**config.mk**
```make
export PLATFORM = sky130hd
export DESIGN_NAME = usb_endpoint_fifo_control
export DESIGN_NICKNAME = d
export VERILOG_FILES = /design/src/logic/uefc_pkg.sv /design/src/logic/uefc_stream_if.sv /design/src/logic/usb_endpoint_fifo_control.sv /design/src/logic/uefc_skid_buffer.sv
export SDC_FILE = /design/constraint.sdc
export NUM_CORES = 1
export LEC_CHECK = 0
export ABC_AREA = 1
export BUFFER_PORTS_ARGS = -buffer_cell sky130_fd_sc_hd__buf_4
export CORE_MARGIN = 2
export CORE_UTILIZATION = 37
export CTS_CLUSTER_DIAMETER = 80
export DETAILED_ROUTE_END_ITERATION = 10
export GPL_ROUTABILITY_DRIVEN = 0
export PLACE_DENSITY_LB_ADDON = 0.3
export RECOVER_POWER = 100
export SYNTH_ARGS = -nofsm -noshare
export SYNTH_HDL_FRONTEND = slang
export SYNTH_SLANG_ARGS = --single-unit
export TNS_END_PERCENT = 30
```
**constraint.sdc**
```tcl
create_clock -name clock -period 3.65 [get_ports clock]
set_clock_uncertainty 0.1 [all_clocks]
set_input_delay 0.365 -clock clock [delete_from_list [all_inputs] [get_ports clock]]
set_output_delay 0.365 -clock clock [all_outputs]
set_load 0.01 [all_outputs]
```
**src/logic/uefc_pkg.sv**
```systemverilog
// Purpose: Shared constants and types for the USB endpoint FIFO control block.
// Assumes: Registers are 16 bits wide and sit at their own core-bus addresses.
// Notes:   Field masks list the bits that software may write; all others read zero.
package uefc_pkg;

   // Register addresses on the core bus.
   localparam logic [31:0] UEFC_RXCTRL_ADDR   = 32'h5000_186E;
   localparam logic [31:0] UEFC_EPCFG_ADDR    = 32'h5000_1870;
   localparam logic [31:0] UEFC_TXDATA_ADDR   = 32'h5000_1872;

   localparam logic [15:0] UEFC_REG_RESET     = 16'h0000;
   localparam logic [15:0] UEFC_RXCTRL_MASK   = 16'h006D;
   localparam logic [15:0] UEFC_EPCFG_MASK    = 16'h00BF;
   localparam logic [15:0] UEFC_TXDATA_MASK   = 16'h00FF;

   // Receive endpoint control fields.
   localparam int          UEFC_RX_EN_BIT     = 0;
   localparam int          UEFC_IGN_SETUP_BIT = 2;
   localparam int          UEFC_FLUSH_BIT     = 3;
   localparam int          UEFC_WARN_LSB      = 5;
   localparam int          UEFC_WARN_MSB      = 6;

   // Endpoint configuration fields.
   localparam int          UEFC_EPNUM_LSB     = 0;
   localparam int          UEFC_EPNUM_MSB     = 3;
   localparam int          UEFC_EP_ACTIVE_BIT = 4;
   localparam int          UEFC_ISO_BIT       = 5;
   localparam int          UEFC_STALL_BIT     = 7;

   // Transmit byte port field.
   localparam int          UEFC_TXBYTE_LSB    = 0;
   localparam int          UEFC_TXBYTE_MSB    = 7;

   // Receive warning limit codes and their byte figures.
   localparam logic [1:0]  UEFC_WARN_OFF      = 2'h0;
   localparam logic [1:0]  UEFC_WARN_SMALL    = 2'h1;
   localparam logic [1:0]  UEFC_WARN_LARGE    = 2'h2;
   localparam int          UEFC_WARN_SMALL_BYTES = 5;
   localparam int          UEFC_WARN_LARGE_BYTES = 17;

   localparam int          UEFC_RX_DEPTH      = 64;

   typedef enum logic [1:0] {
      TOK_OUT   = 2'b00,
      TOK_IN    = 2'b01,
      TOK_SETUP = 2'b10,
      TOK_OTHER = 2'b11
   } uefc_token_t;

   typedef enum logic [1:0] {
      HS_NONE  = 2'b00,
      HS_ACK   = 2'b01,
      HS_NAK   = 2'b10,
      HS_STALL = 2'b11
   } uefc_handshake_t;

   typedef enum logic [1:0] {
      ST_IDLE = 2'b00,
      ST_RECV = 2'b01
   } uefc_state_t;

endpackage : uefc_pkg

```
**src/logic/uefc_stream_if.sv**
```systemverilog
// Purpose: Valid/ready byte stream between the block's own modules.
// Assumes: A word moves on a clock edge where valid and ready are both high.
// Notes:   Used only inside the block; the top keeps plain ports.
`timescale 1ns/10ps
interface uefc_stream_if #(parameter int WIDTH = 8);
   logic             valid;
   logic             ready;
   logic [WIDTH-1:0] data;

   modport source (output valid, output data, input ready);
   modport sink   (input valid, input data, output ready);
endinterface : uefc_stream_if

```
**src/logic/usb_endpoint_fifo_control.sv**
```systemverilog
// Purpose: Per-endpoint FIFO control, endpoint configuration and transmit byte port.
// Assumes: Token, receive and transmit strobes are synchronous to clock; one token
//          is decoded at a time and its data packet ends before the next token.
// Notes:   Registers sit at their core-bus addresses; reads answer one cycle later.
`timescale 1ns/10ps
module usb_endpoint_fifo_control
   import uefc_pkg::*;
#(
   parameter int RX_FIFO_DEPTH = UEFC_RX_DEPTH
) (
   // Clock and reset
   input  wire logic                 clock,
   input  wire logic                 rst,
   // Core bus
   input  wire logic [31:0]          busAddr,
   input  wire logic                 busWrite,
   input  wire logic                 busRead,
   input  wire logic [15:0]          busWriteData,
   output logic      [15:0]          busReadData,
   output logic                      busWriteReady,
   // Token decode from the serial engine
   input  wire logic                 tokenValid,
   input  wire uefc_token_t          tokenKind,
   input  wire logic [6:0]           tokenAddress,
   input  wire logic [3:0]           tokenEndpoint,
   input  wire logic [6:0]           deviceAddress,
   // Receive data path
   input  wire logic                 rxByteValid,
   input  wire logic [7:0]           rxByte,
   input  wire logic                 rxPacketEnd,
   input  wire logic                 macReceiving,
   input  wire logic                 rxFifoRead,
   output logic                      rxStoreStrobe,
   output logic      [7:0]           rxStoreData,
   output logic      [$clog2(RX_FIFO_DEPTH):0] rxWritePointer,
   output logic                      receiveSpaceWarning,
   // Transmit data path
   input  wire logic                 txFifoEnabled,
   input  wire logic                 txByteReady,
   output logic                      txByteValid,
   output logic      [7:0]           txByte,
   // Handshake and test
   input  wire logic                 testMode,
   output logic                      handshakeValid,
   output uefc_handshake_t           handshake,
   output logic                      inDataStart
);

   localparam int PTR_W = $clog2(RX_FIFO_DEPTH) + 1;

   typedef struct packed {
      logic              rxEnable;
      logic              setupTokenIgnore;
      logic              flushPending;
      logic [1:0]        receiveWarningLimit;
      logic [3:0]        endpointNumber;
      logic              endpointActive;
      logic              isochronous;
      logic              stall;
      uefc_state_t       state;
      logic              setupSeen;
      logic              dropSetup;
      logic              recvIsSetup;
      logic [PTR_W-1:0]  rxWrPtr;
      logic [PTR_W-1:0]  rxRdPtr;
      logic [15:0]       readData;
      logic [7:0]        lastTxByte;
      logic              rxStore;
      logic [7:0]        rxStoreByte;
      logic              warning;
      logic              hsValid;
      uefc_handshake_t   hsKind;
      logic              inStart;
   } uefc_ctrl_t;

   uefc_ctrl_t s;
   uefc_ctrl_t next_s;

   uefc_stream_if #(.WIDTH(8)) txFill ();
   uefc_stream_if #(.WIDTH(8)) txDrain ();

   // Empty-byte threshold for a limit code; zero width means the warning is off.
   function automatic logic [PTR_W:0] warnThreshold(input logic [1:0] code);
      logic [PTR_W:0] t;
      t = '0;
      unique case (code)
         UEFC_WARN_SMALL: t = (PTR_W+1)'(UEFC_WARN_SMALL_BYTES - 1);
         UEFC_WARN_LARGE: t = (PTR_W+1)'(UEFC_WARN_LARGE_BYTES - 1);
         default:         t = '0;
      endcase
      return t;
   endfunction : warnThreshold

   // Register decode shared by the write and read paths.
   function automatic logic hitReg(input logic [31:0] addr, input logic [31:0] target);
      return addr == target;
   endfunction : hitReg

   logic [PTR_W-1:0] levelNow;
   logic [PTR_W-1:0] spaceNow;
   logic             tokenHit;
   logic             fifoFull;
   logic [15:0]      rxCtrlView;
   logic [15:0]      epCfgView;

   always_comb begin
      levelNow = s.rxWrPtr - s.rxRdPtr;
      spaceNow = PTR_W'(RX_FIFO_DEPTH) - levelNow;
      fifoFull = (levelNow == PTR_W'(RX_FIFO_DEPTH));
      tokenHit = tokenValid && s.endpointActive
                 && (tokenAddress == deviceAddress)
                 && (tokenEndpoint == s.endpointNumber);
      rxCtrlView = '0;
      rxCtrlView[UEFC_RX_EN_BIT]                   = s.rxEnable;
      rxCtrlView[UEFC_IGN_SETUP_BIT]               = s.setupTokenIgnore;
      rxCtrlView[UEFC_FLUSH_BIT]                   = s.flushPending;
      rxCtrlView[UEFC_WARN_MSB:UEFC_WARN_LSB]      = s.receiveWarningLimit;
      epCfgView  = '0;
      epCfgView[UEFC_EPNUM_MSB:UEFC_EPNUM_LSB]     = s.endpointNumber;
      epCfgView[UEFC_EP_ACTIVE_BIT]                = s.endpointActive;
      epCfgView[UEFC_ISO_BIT]                      = s.isochronous;
      epCfgView[UEFC_STALL_BIT]                    = s.stall;
   end

   // Transmit byte port feeds the buffer; the serial engine adds PID and CRC16.
   assign txFill.valid = busWrite && hitReg(busAddr, UEFC_TXDATA_ADDR);
   assign txFill.data  = busWriteData[UEFC_TXBYTE_MSB:UEFC_TXBYTE_LSB];
   assign txDrain.ready = txByteReady;

   uefc_skid_buffer #(.WIDTH(8)) txBuffer (
      .clock (clock),
      .rst   (rst),
      .fill  (txFill.sink),
      .drain (txDrain.source)
   );

   always_comb begin
      next_s         = s;
      next_s.rxStore = 1'b0;
      next_s.hsValid = 1'b0;
      next_s.hsKind  = HS_NONE;
      next_s.inStart = 1'b0;

      // Firmware consumes receive bytes from the far end of the FIFO.
      if (rxFifoRead && levelNow != '0) begin
         next_s.rxRdPtr = s.rxRdPtr + PTR_W'(1);
      end

      unique case (s.state)
         ST_IDLE: begin
            if (tokenHit) begin
               unique case (tokenKind)
                  TOK_SETUP: begin
                     // The stall bit plays no part on this path.
                     if (s.setupTokenIgnore) begin
                        next_s.hsValid = 1'b0;
                     end else if (s.setupSeen) begin
                        next_s.state       = ST_RECV;
                        next_s.dropSetup   = 1'b1;
                        next_s.recvIsSetup = 1'b1;
                     end else if (s.flushPending || fifoFull) begin
                        next_s.hsValid = 1'b0;
                     end else begin
                        next_s.state       = ST_RECV;
                        next_s.dropSetup   = 1'b0;
                        next_s.recvIsSetup = 1'b1;
                     end
                  end
                  TOK_OUT: begin
                     next_s.setupSeen = 1'b0;
                     if (s.stall && s.rxEnable) begin
                        next_s.hsValid  = 1'b1;
                        next_s.hsKind   = HS_STALL;
                        next_s.rxEnable = 1'b0;
                     end else if (!s.rxEnable || fifoFull || s.flushPending) begin
                        next_s.hsValid = !s.isochronous;
                        next_s.hsKind  = HS_NAK;
                     end else begin
                        next_s.state       = ST_RECV;
                        next_s.dropSetup   = 1'b0;
                        next_s.recvIsSetup = 1'b0;
                     end
                  end
                  TOK_IN: begin
                     next_s.setupSeen = 1'b0;
                     if (s.stall && txFifoEnabled) begin
                        next_s.hsValid = 1'b1;
                        next_s.hsKind  = HS_STALL;
                     end else if (!txDrain.valid) begin
                        next_s.hsValid = !s.isochronous;
                        next_s.hsKind  = HS_NAK;
                     end else begin
                        next_s.inStart = 1'b1;
                     end
                  end
                  default: begin
                     next_s.setupSeen = 1'b0;
                  end
               endcase
            end
         end
         ST_RECV: begin
            // Bytes beyond capacity are lost rather than wrapping the pointers.
            if (rxByteValid && !s.dropSetup && !fifoFull) begin
               next_s.rxStore     = 1'b1;
               next_s.rxStoreByte = rxByte;
               next_s.rxWrPtr     = s.rxWrPtr + PTR_W'(1);
            end
            if (rxPacketEnd) begin
               next_s.state    = ST_IDLE;
               next_s.hsValid  = !s.isochronous || s.recvIsSetup;
               next_s.hsKind   = HS_ACK;
               next_s.rxEnable = 1'b0;
               if (s.recvIsSetup) begin
                  next_s.setupSeen = 1'b1;
               end
               next_s.dropSetup = 1'b0;
            end
         end
      endcase

      // A flush waits for both the local packet and the serial engine to finish.
      if (s.flushPending && s.state == ST_IDLE && !macReceiving) begin
         next_s.rxWrPtr      = '0;
         next_s.rxRdPtr      = '0;
         next_s.state        = ST_IDLE;
         next_s.dropSetup    = 1'b0;
         next_s.flushPending = 1'b0;
      end

      // Software writes land last, so a set from software beats a hardware clear.
      if (busWrite && hitReg(busAddr, UEFC_RXCTRL_ADDR)) begin
         if (busWriteData[UEFC_RX_EN_BIT]) begin
            next_s.rxEnable = 1'b1;
         end
         if (busWriteData[UEFC_FLUSH_BIT]) begin
            next_s.flushPending = 1'b1;
         end
         next_s.setupTokenIgnore    = busWriteData[UEFC_IGN_SETUP_BIT];
         next_s.receiveWarningLimit = busWriteData[UEFC_WARN_MSB:UEFC_WARN_LSB];
      end
      if (busWrite && hitReg(busAddr, UEFC_EPCFG_ADDR)) begin
         next_s.endpointNumber = busWriteData[UEFC_EPNUM_MSB:UEFC_EPNUM_LSB];
         next_s.endpointActive = busWriteData[UEFC_EP_ACTIVE_BIT];
         next_s.isochronous    = busWriteData[UEFC_ISO_BIT];
         next_s.stall          = busWriteData[UEFC_STALL_BIT];
      end
      if (txFill.valid && txFill.ready) begin
         next_s.lastTxByte = txFill.data;
      end

      // Warning level follows the FIFO space against the chosen limit.
      next_s.warning = (s.receiveWarningLimit == UEFC_WARN_SMALL
                        || s.receiveWarningLimit == UEFC_WARN_LARGE)
                       && ({1'b0, spaceNow} <= warnThreshold(s.receiveWarningLimit));

      next_s.readData = '0;
      if (busRead) begin
         if (hitReg(busAddr, UEFC_RXCTRL_ADDR)) begin
            next_s.readData = rxCtrlView & UEFC_RXCTRL_MASK;
         end else if (hitReg(busAddr, UEFC_EPCFG_ADDR)) begin
            next_s.readData = epCfgView & UEFC_EPCFG_MASK;
         end else if (hitReg(busAddr, UEFC_TXDATA_ADDR) && testMode) begin
            next_s.readData = {8'h00, s.lastTxByte} & UEFC_TXDATA_MASK;
         end
      end
   end

   always_ff @(posedge clock or posedge rst) begin
      if (rst) begin
         s       <= '0;
         s.state <= ST_IDLE;
         s.hsKind <= HS_NONE;
      end else begin
         s <= next_s;
      end
   end

   assign busReadData         = s.readData;
   assign busWriteReady       = txFill.ready;
   assign rxStoreStrobe       = s.rxStore;
   assign rxStoreData         = s.rxStoreByte;
   assign rxWritePointer      = s.rxWrPtr;
   assign receiveSpaceWarning = s.warning;
   assign txByteValid         = txDrain.valid;
   assign txByte              = txDrain.data;
   assign handshakeValid      = s.hsValid;
   assign handshake           = s.hsKind;
   assign inDataStart         = s.inStart;

endmodule : usb_endpoint_fifo_control

```
**src/logic/uefc_skid_buffer.sv**
```systemverilog
// Purpose: Two-entry buffer in the transmit byte path.
// Assumes: One clock, asynchronous active-high reset.
// Notes:   Output data and both valid/ready flags come straight from flip-flops.
`timescale 1ns/10ps
module uefc_skid_buffer #(
   parameter int WIDTH = 8
) (
   // Clock and reset
   input  wire logic  clock,
   input  wire logic  rst,
   // Filling side
   uefc_stream_if.sink   fill,
   // Draining side
   uefc_stream_if.source drain
);

   typedef struct packed {
      logic [WIDTH-1:0] head;
      logic             headValid;
      logic [WIDTH-1:0] tail;
      logic             tailValid;
   } uefc_buf_t;

   uefc_buf_t s;
   uefc_buf_t next_s;

   always_comb begin
      next_s = s;
      if (s.headValid && drain.ready) begin
         next_s.headValid = 1'b0;
         if (s.tailValid) begin
            next_s.head      = s.tail;
            next_s.headValid = 1'b1;
            next_s.tailValid = 1'b0;
         end
      end
      // Ready is the registered "tail empty", so a word offered now always has a slot.
      if (fill.valid && !s.tailValid) begin
         if (!next_s.headValid) begin
            next_s.head      = fill.data;
            next_s.headValid = 1'b1;
         end else begin
            next_s.tail      = fill.data;
            next_s.tailValid = 1'b1;
         end
      end
   end

   always_ff @(posedge clock or posedge rst) begin
      if (rst) begin
         s <= '0;
      end else begin
         s <= next_s;
      end
   end

   assign fill.ready  = !s.tailValid;
   assign drain.valid = s.headValid;
   assign drain.data  = s.head;

endmodule : uefc_skid_buffer

```
-- After elaboration in Yosys (flattened, before gate mapping)
Index checks and enable logic that the tools add are counted.
- add/sub/neg operators: 4
- order comparisons: 1
- eq/ne operators: 26
- mux-type cells: 57
- reduce and logical (&&, ||, !) cells: 41
- operator list (cell ; number):
    $eq 32x31->1 const B ; 3
    $mux 9 ; 6
    $mux 8 ; 4
    $mux 7 ; 3
    $mux 2 ; 10
    $mux 18 ; 1
    $logic_and 1x1->1 ; 17
    $mux 1 ; 15
    $mux 3 ; 5
    $add 7x1->7 const B ; 2
    $mux 14 ; 1
    $ne 2x2->1 const B ; 7
    $reduce_and 7->1 ; 2
    $ne 4x4->1 const B ; 3
    $pmux 2 s2 ; 3
    $mux 5 ; 2
    $pmux 5 s2 ; 1
    $le 7x8->1 ; 1
    $mux 4 ; 2
    $pmux 4 s2 ; 1
    $reduce_bool 2->1 ; 4
    $eq 7x7->1 ; 1
    $eq 7x7->1 const B ; 1
    $reduce_bool 7->1 ; 1
    other kinds (16) ; 33
- bits in registers: 87
- bits of input ports: 88
- output and inout port bits: 47
- logic and storage cells: 155

-- Depth between registers and ports, before layout
- word-level depth: 10
- mapped depth: 17

-- Cells and area by module
From an unflattened synthesis, not the netlist that was laid out.
- cell total of the unflattened synthesis: 729
- area, all modules: 5300.1 µm²
- by module, submodules not included (module ; times used ; cells each ; area each (µm²) ; sequential area each (µm²)):
    usb_endpoint_fifo_control ; 1 ; 605 ; 4307.9 ; 1501.4
    uefc_skid_buffer ; 1 ; 124 ; 992.2 ; 450.4

-- Least setup slack after synthesis
Ideal clock, no wire load.
- path kind: reg2reg
- start: reg s (netlist bit rxWritePointer[0])
- end: reg s (netlist bit receiveSpaceWarning)
- arrival time: 2.338 ns
- data required time: 3.456 ns
- setup slack: 1.118 ns
- cell stages (with the launch flop): 15
- buffers on the path: 0
- period minus slack after synthesis: 2.532 ns
- path through: dfrtp_1 inv_1 ha_1 inv_1 fa_1 inv_1 nand2_1 nor2_4 nand3_4 xor2_1 ha_1 nand2_1 o22ai_1 a21oi_1 a211oi_1
- RTL lines (element ; line ; text):
    from (decl) ; usb_endpoint_fifo_control.sv:76 ; uefc_ctrl_t s;
    from (signal assigned) ; usb_endpoint_fifo_control.sv:275 ; s <= next_s;

-- Worst setup path in the final report
- start: reg s (netlist bit rxWritePointer[0])
- end: reg s (netlist bit rxWritePointer[1])
- cells in the longest elaborated chain, start to end: 6
- elaborated cells on any way between the ends: 10
- classes of those cells: 2 x add/sub; 1 x eq/ne; 3 x mux; 4 x reduce/logical
- RTL lines (element ; line ; text):
    $sub 7x7->7 ; usb_endpoint_fifo_control.sv:107 ; levelNow = s.rxWrPtr - s.rxRdPtr;
    $eq 7x7->1 ; usb_endpoint_fifo_control.sv:109 ; fifoFull = (levelNow == PTR_W'(RX_FIFO_DEPTH));
    $logic_not 1->1 ; usb_endpoint_fifo_control.sv:204 ; if (rxByteValid && !s.dropSetup && !fifoFull) begin
    $logic_and 1x1->1 ; usb_endpoint_fifo_control.sv:204 ;
    $reduce_bool 2->1 (no line) ; -- ;
    $reduce_and 2->1 (no line) ; -- ;
Parallel ways exist; a longest one is shown, timed or not. The select of a mux whose other input is x is not followed.
A chain may end at the register's enable or synchronous reset.

==> results.sh <==
export IMPL_vias_per_cell=4.85
export IMPL_synth_cells=648
export IMPL_fin_tns_setup_ns=0
export IMPL_nets=838
export IMPL_cp_start_kind="flop"
export IMPL_dieArea_sq_um=14400
export IMPL_grt_usage_pct=17.9
export IMPL_p_total_w=0.00264
export IMPL_power_density_nw_per_um2=454
export IMPL_syn_area_sq_um=4990
export IMPL_dpl_cell_count=901
export IMPL_die_h_microns=120
export IMPL_max_slew_margin_pct=9.93
export IMPL_post_place_ws_ns=0.894
export IMPL_crit_end="rxWritePointer[1]"
export IMPL_yosys_top_cells_area="dfrtp_1 39%, nand2_1 12%, inv_1 6.4%"
export IMPL_coreArea_sq_um=13200
export IMPL_max_slew_worst_pin_slew_ns=1.35
export IMPL_r2r_start="rxWritePointer[0]"
export IMPL_grt_pass1_wl_microns=20700
export IMPL_yosysTopAreaCell="dfrtp_1"
export IMPL_finalHoldViolCount=0
export IMPL_top_layer="met4"
export IMPL_syn_avg_cell_area_sq_um=7.70
export IMPL_crit_arrival_ns=3.09
export IMPL_dr_wl_met2_microns=6190
export IMPL_area_delta_synth_final_pct=16.3
export IMPL_dpl_hpwl_microns=9630
export IMPL_ys_ff_latch=78
export IMPL_n_antenna_cell=0
export IMPL_synth_top_flop_cell="dfrtp_1"
export IMPL_drive_above_1_share_pct=15.8
export IMPL_die_w_microns=120
export IMPL_grt_max_degree=35
export IMPL_via_count=4456
export IMPL_io_buffers=118
export IMPL_post_cts_buffers=0
export IMPL_finalSetupViolCount=0
export IMPL_num_io_pins=135
export IMPL_dr_wl_met3_microns=729
export IMPL_grt_pass1_vias=4468
export IMPL_r2r_end="rxWritePointer[1]"
export IMPL_root_buffer="clkbuf_16"
export IMPL_asyncSetResetFlopFracSynth_pct=100
export IMPL_cp_required_ns=3.75
export IMPL_critPathMaxFanout=14
export IMPL_drt_initial_drc_count=299
export IMPL_netlist_top_cells_count="159 x nand2_1, 85 x inv_1, 78 x dfrtp_1"
export IMPL_path_class="flop to flop"
export IMPL_power_leakage_nw=2.93
export IMPL_finalNonFillerCells=918
export IMPL_status="finished, final reports clean"
export IMPL_min_path_type="input port to flop"
export IMPL_worstRegToRegCells=14
export IMPL_r2r_setup_slack_ns=0.66
export IMPL_crit_path_end_kind="flop"
export IMPL_yosysSeqAreaShare_pct=39.1
export IMPL_finalCritPeriodShare_pct=81.9
export IMPL_fmaxAchievable_ghz=0.335
export IMPL_htreeDepth=3
export IMPL_timing_final_ws_setup_ns=0.661
export IMPL_maxCapViolations=0
export IMPL_cts_inserted_buffers=9
export IMPL_clock_latency_ns=0.33
export IMPL_wirelength_microns=12400
export IMPL_antenna_found_initial=0
export IMPL_start_util_pct=37.8
export IMPL_drtPass1Iterations=5
export IMPL_ant_nets=0
export IMPL_path_clk_slew_ns=0.05
export IMPL_rsz0062_at_grt="false"
export IMPL_period_needed_ns=2.99
export IMPL_fin_util_pct=44.0
export IMPL_cts_tree="done"
export IMPL_ys_warn_count=0
export IMPL_synth_top_cell_area_share_pct=39.1
export IMPL_n_fill_cell=1379
export IMPL_synth_most_common_cell="nand2_1"
export IMPL_std_cell_rows=42
export IMPL_cts_path_max_buffers=2
export IMPL_finalMaxSlewViolations=0
export IMPL_critPathLaunch="rxWritePointer[0]"
export IMPL_cts_sinks=78
export IMPL_avgRoutedWirePerCell_microns=13.5
export IMPL_wl_met1_microns=5380
export IMPL_drc_errors=0
export IMPL_yosysUniqueCellTypes=41
export IMPL_ir_drop_mv=0.221
export IMPL_overflow=0
export IMPL_synth_edf_count=0
-- timing repair --
action | 4_1_cts | 5_1_grt
gates resized for setup | 0 | 0
endpoints found under the setup margin | 0 | 0
endpoints found under the hold margin | 23 | 0
hold buffers | 1 | 0
-- power breakdown --
| part | total (W) | internal [W] | switching [W] |
|---|---|---|---|
| Combinational | 0.000792 | 0.000310 | 0.000481 |
| Sequential | 0.000968 | 0.000917 | 0.0000514 |
| Clock | 0.000876 | 0.000531 | 0.000345 |
| Total | 0.00264 | 0.00176 | 0.000878 |
-- worst min path at each step --
stage	depth (start not counted)	slack [ns]	startpoint	endpoint
after floorplan	1	0.34	tokenKind[1]	handshake[1]
after global placement	2	0.34	rst	receiveSpaceWarning
after detailed placement	2	0.35	rst	busReadData[6]
after CTS	3	0.12	rxByte[0]	rxStoreData[0]
after global routing	3	0.13	rxByte[7]	rxStoreData[7]
final	3	0.13	rxByte[0]	rxStoreData[0]
-- through the flow --
step	cell area (sq um)	hold WS, ns
2_1_floorplan	5020	0.338
3_3_place_gp	5770	0.339
3_5_place_dp	5770	0.348
4_1_cts	6070	0.120
5_1_grt	5810	0.127
6_report	5810	0.129
-- logic make-up (layout without fill, tap and decap cells) --
logic type	after synthesis	after routing	synth area share [%]
flops	78	78	39.1
buf+inv	137	224	13.9
simple gates	298	298	28.2
xor+xnor	13	13	2.28
compound gates	100	100	11.2
fa+ha+maj	13	13	3.41
mux	8	8	1.81
other cells	1	8	0.0751
-- placed cells by master, fill, tap and decap left out, types with 3 or more instances in the layout --
cell type  instances
xor2_1             8
buf_4             77
nand2_2            3
nor3_1            10
o31ai_1            3
ha_1              12
o21ai_0           55
mux2_2             8
nand2_1          163
conb_1             8
xnor2_1            5
nand3_1           27
nor4_1            12
a21oi_1           30
o22ai_1            4
dfrtp_1           78
clkbuf_4           3
clkbuf_16          9
nor2_1            49
nand4_1           21
clkbuf_1          42
inv_1             86
or2_2              5
-- routing by layer --
metal  vias up  GRT usage [%]
met1      2071           22.5
li1       2235              -
met5         -              0
met4         0           4.19
met2       135           30.9
met3        15           4.33
-- sequential cells by signal, indices dropped and copies added, names as in the netlist --
register	count
epCfgView	7
busReadData	8
s	19
receiveSpaceWarning	1
rxWritePointer	7
rxStoreStrobe	1
txBuffer.drain.data	8
txBuffer.s	9
txBuffer.drain.valid	1
handshakeValid	1
inDataStart	1
rxCtrlView	5
rxStoreData	8
handshake	2
-- layout make-up --
type | instances | area (sq um) | share of cell area, %
clock buffers | 11 | 233 | 4.01
clock inverters | 5 | 60.1 | 1.03
inverters | 87 | 327 | 5.62
multi-input cells | 440 | 2250 | 38.8
flip-flops and latches | 78 | 1950 | 33.6
well taps | 176 | 220 | 3.79
repair buffers | 121 | 761 | 13.1
-- worst max-delay path, stage by stage, from the launching register on --
cell and delay (ns):
dfrtp_1 0.42, inv_1 0.10, ha_1 0.20, inv_1 0.10
fa_1 0.43, inv_1 0.06, nand2_1 0.10, nor2_1 0.21
nand3_4 0.10, nor2_1 0.27, nand3_4 0.21, nand2_4 0.20
inv_1 0.18, nand2_1 0.11, a21oi_1 0.07
Power figures use the tool's default switching activity.
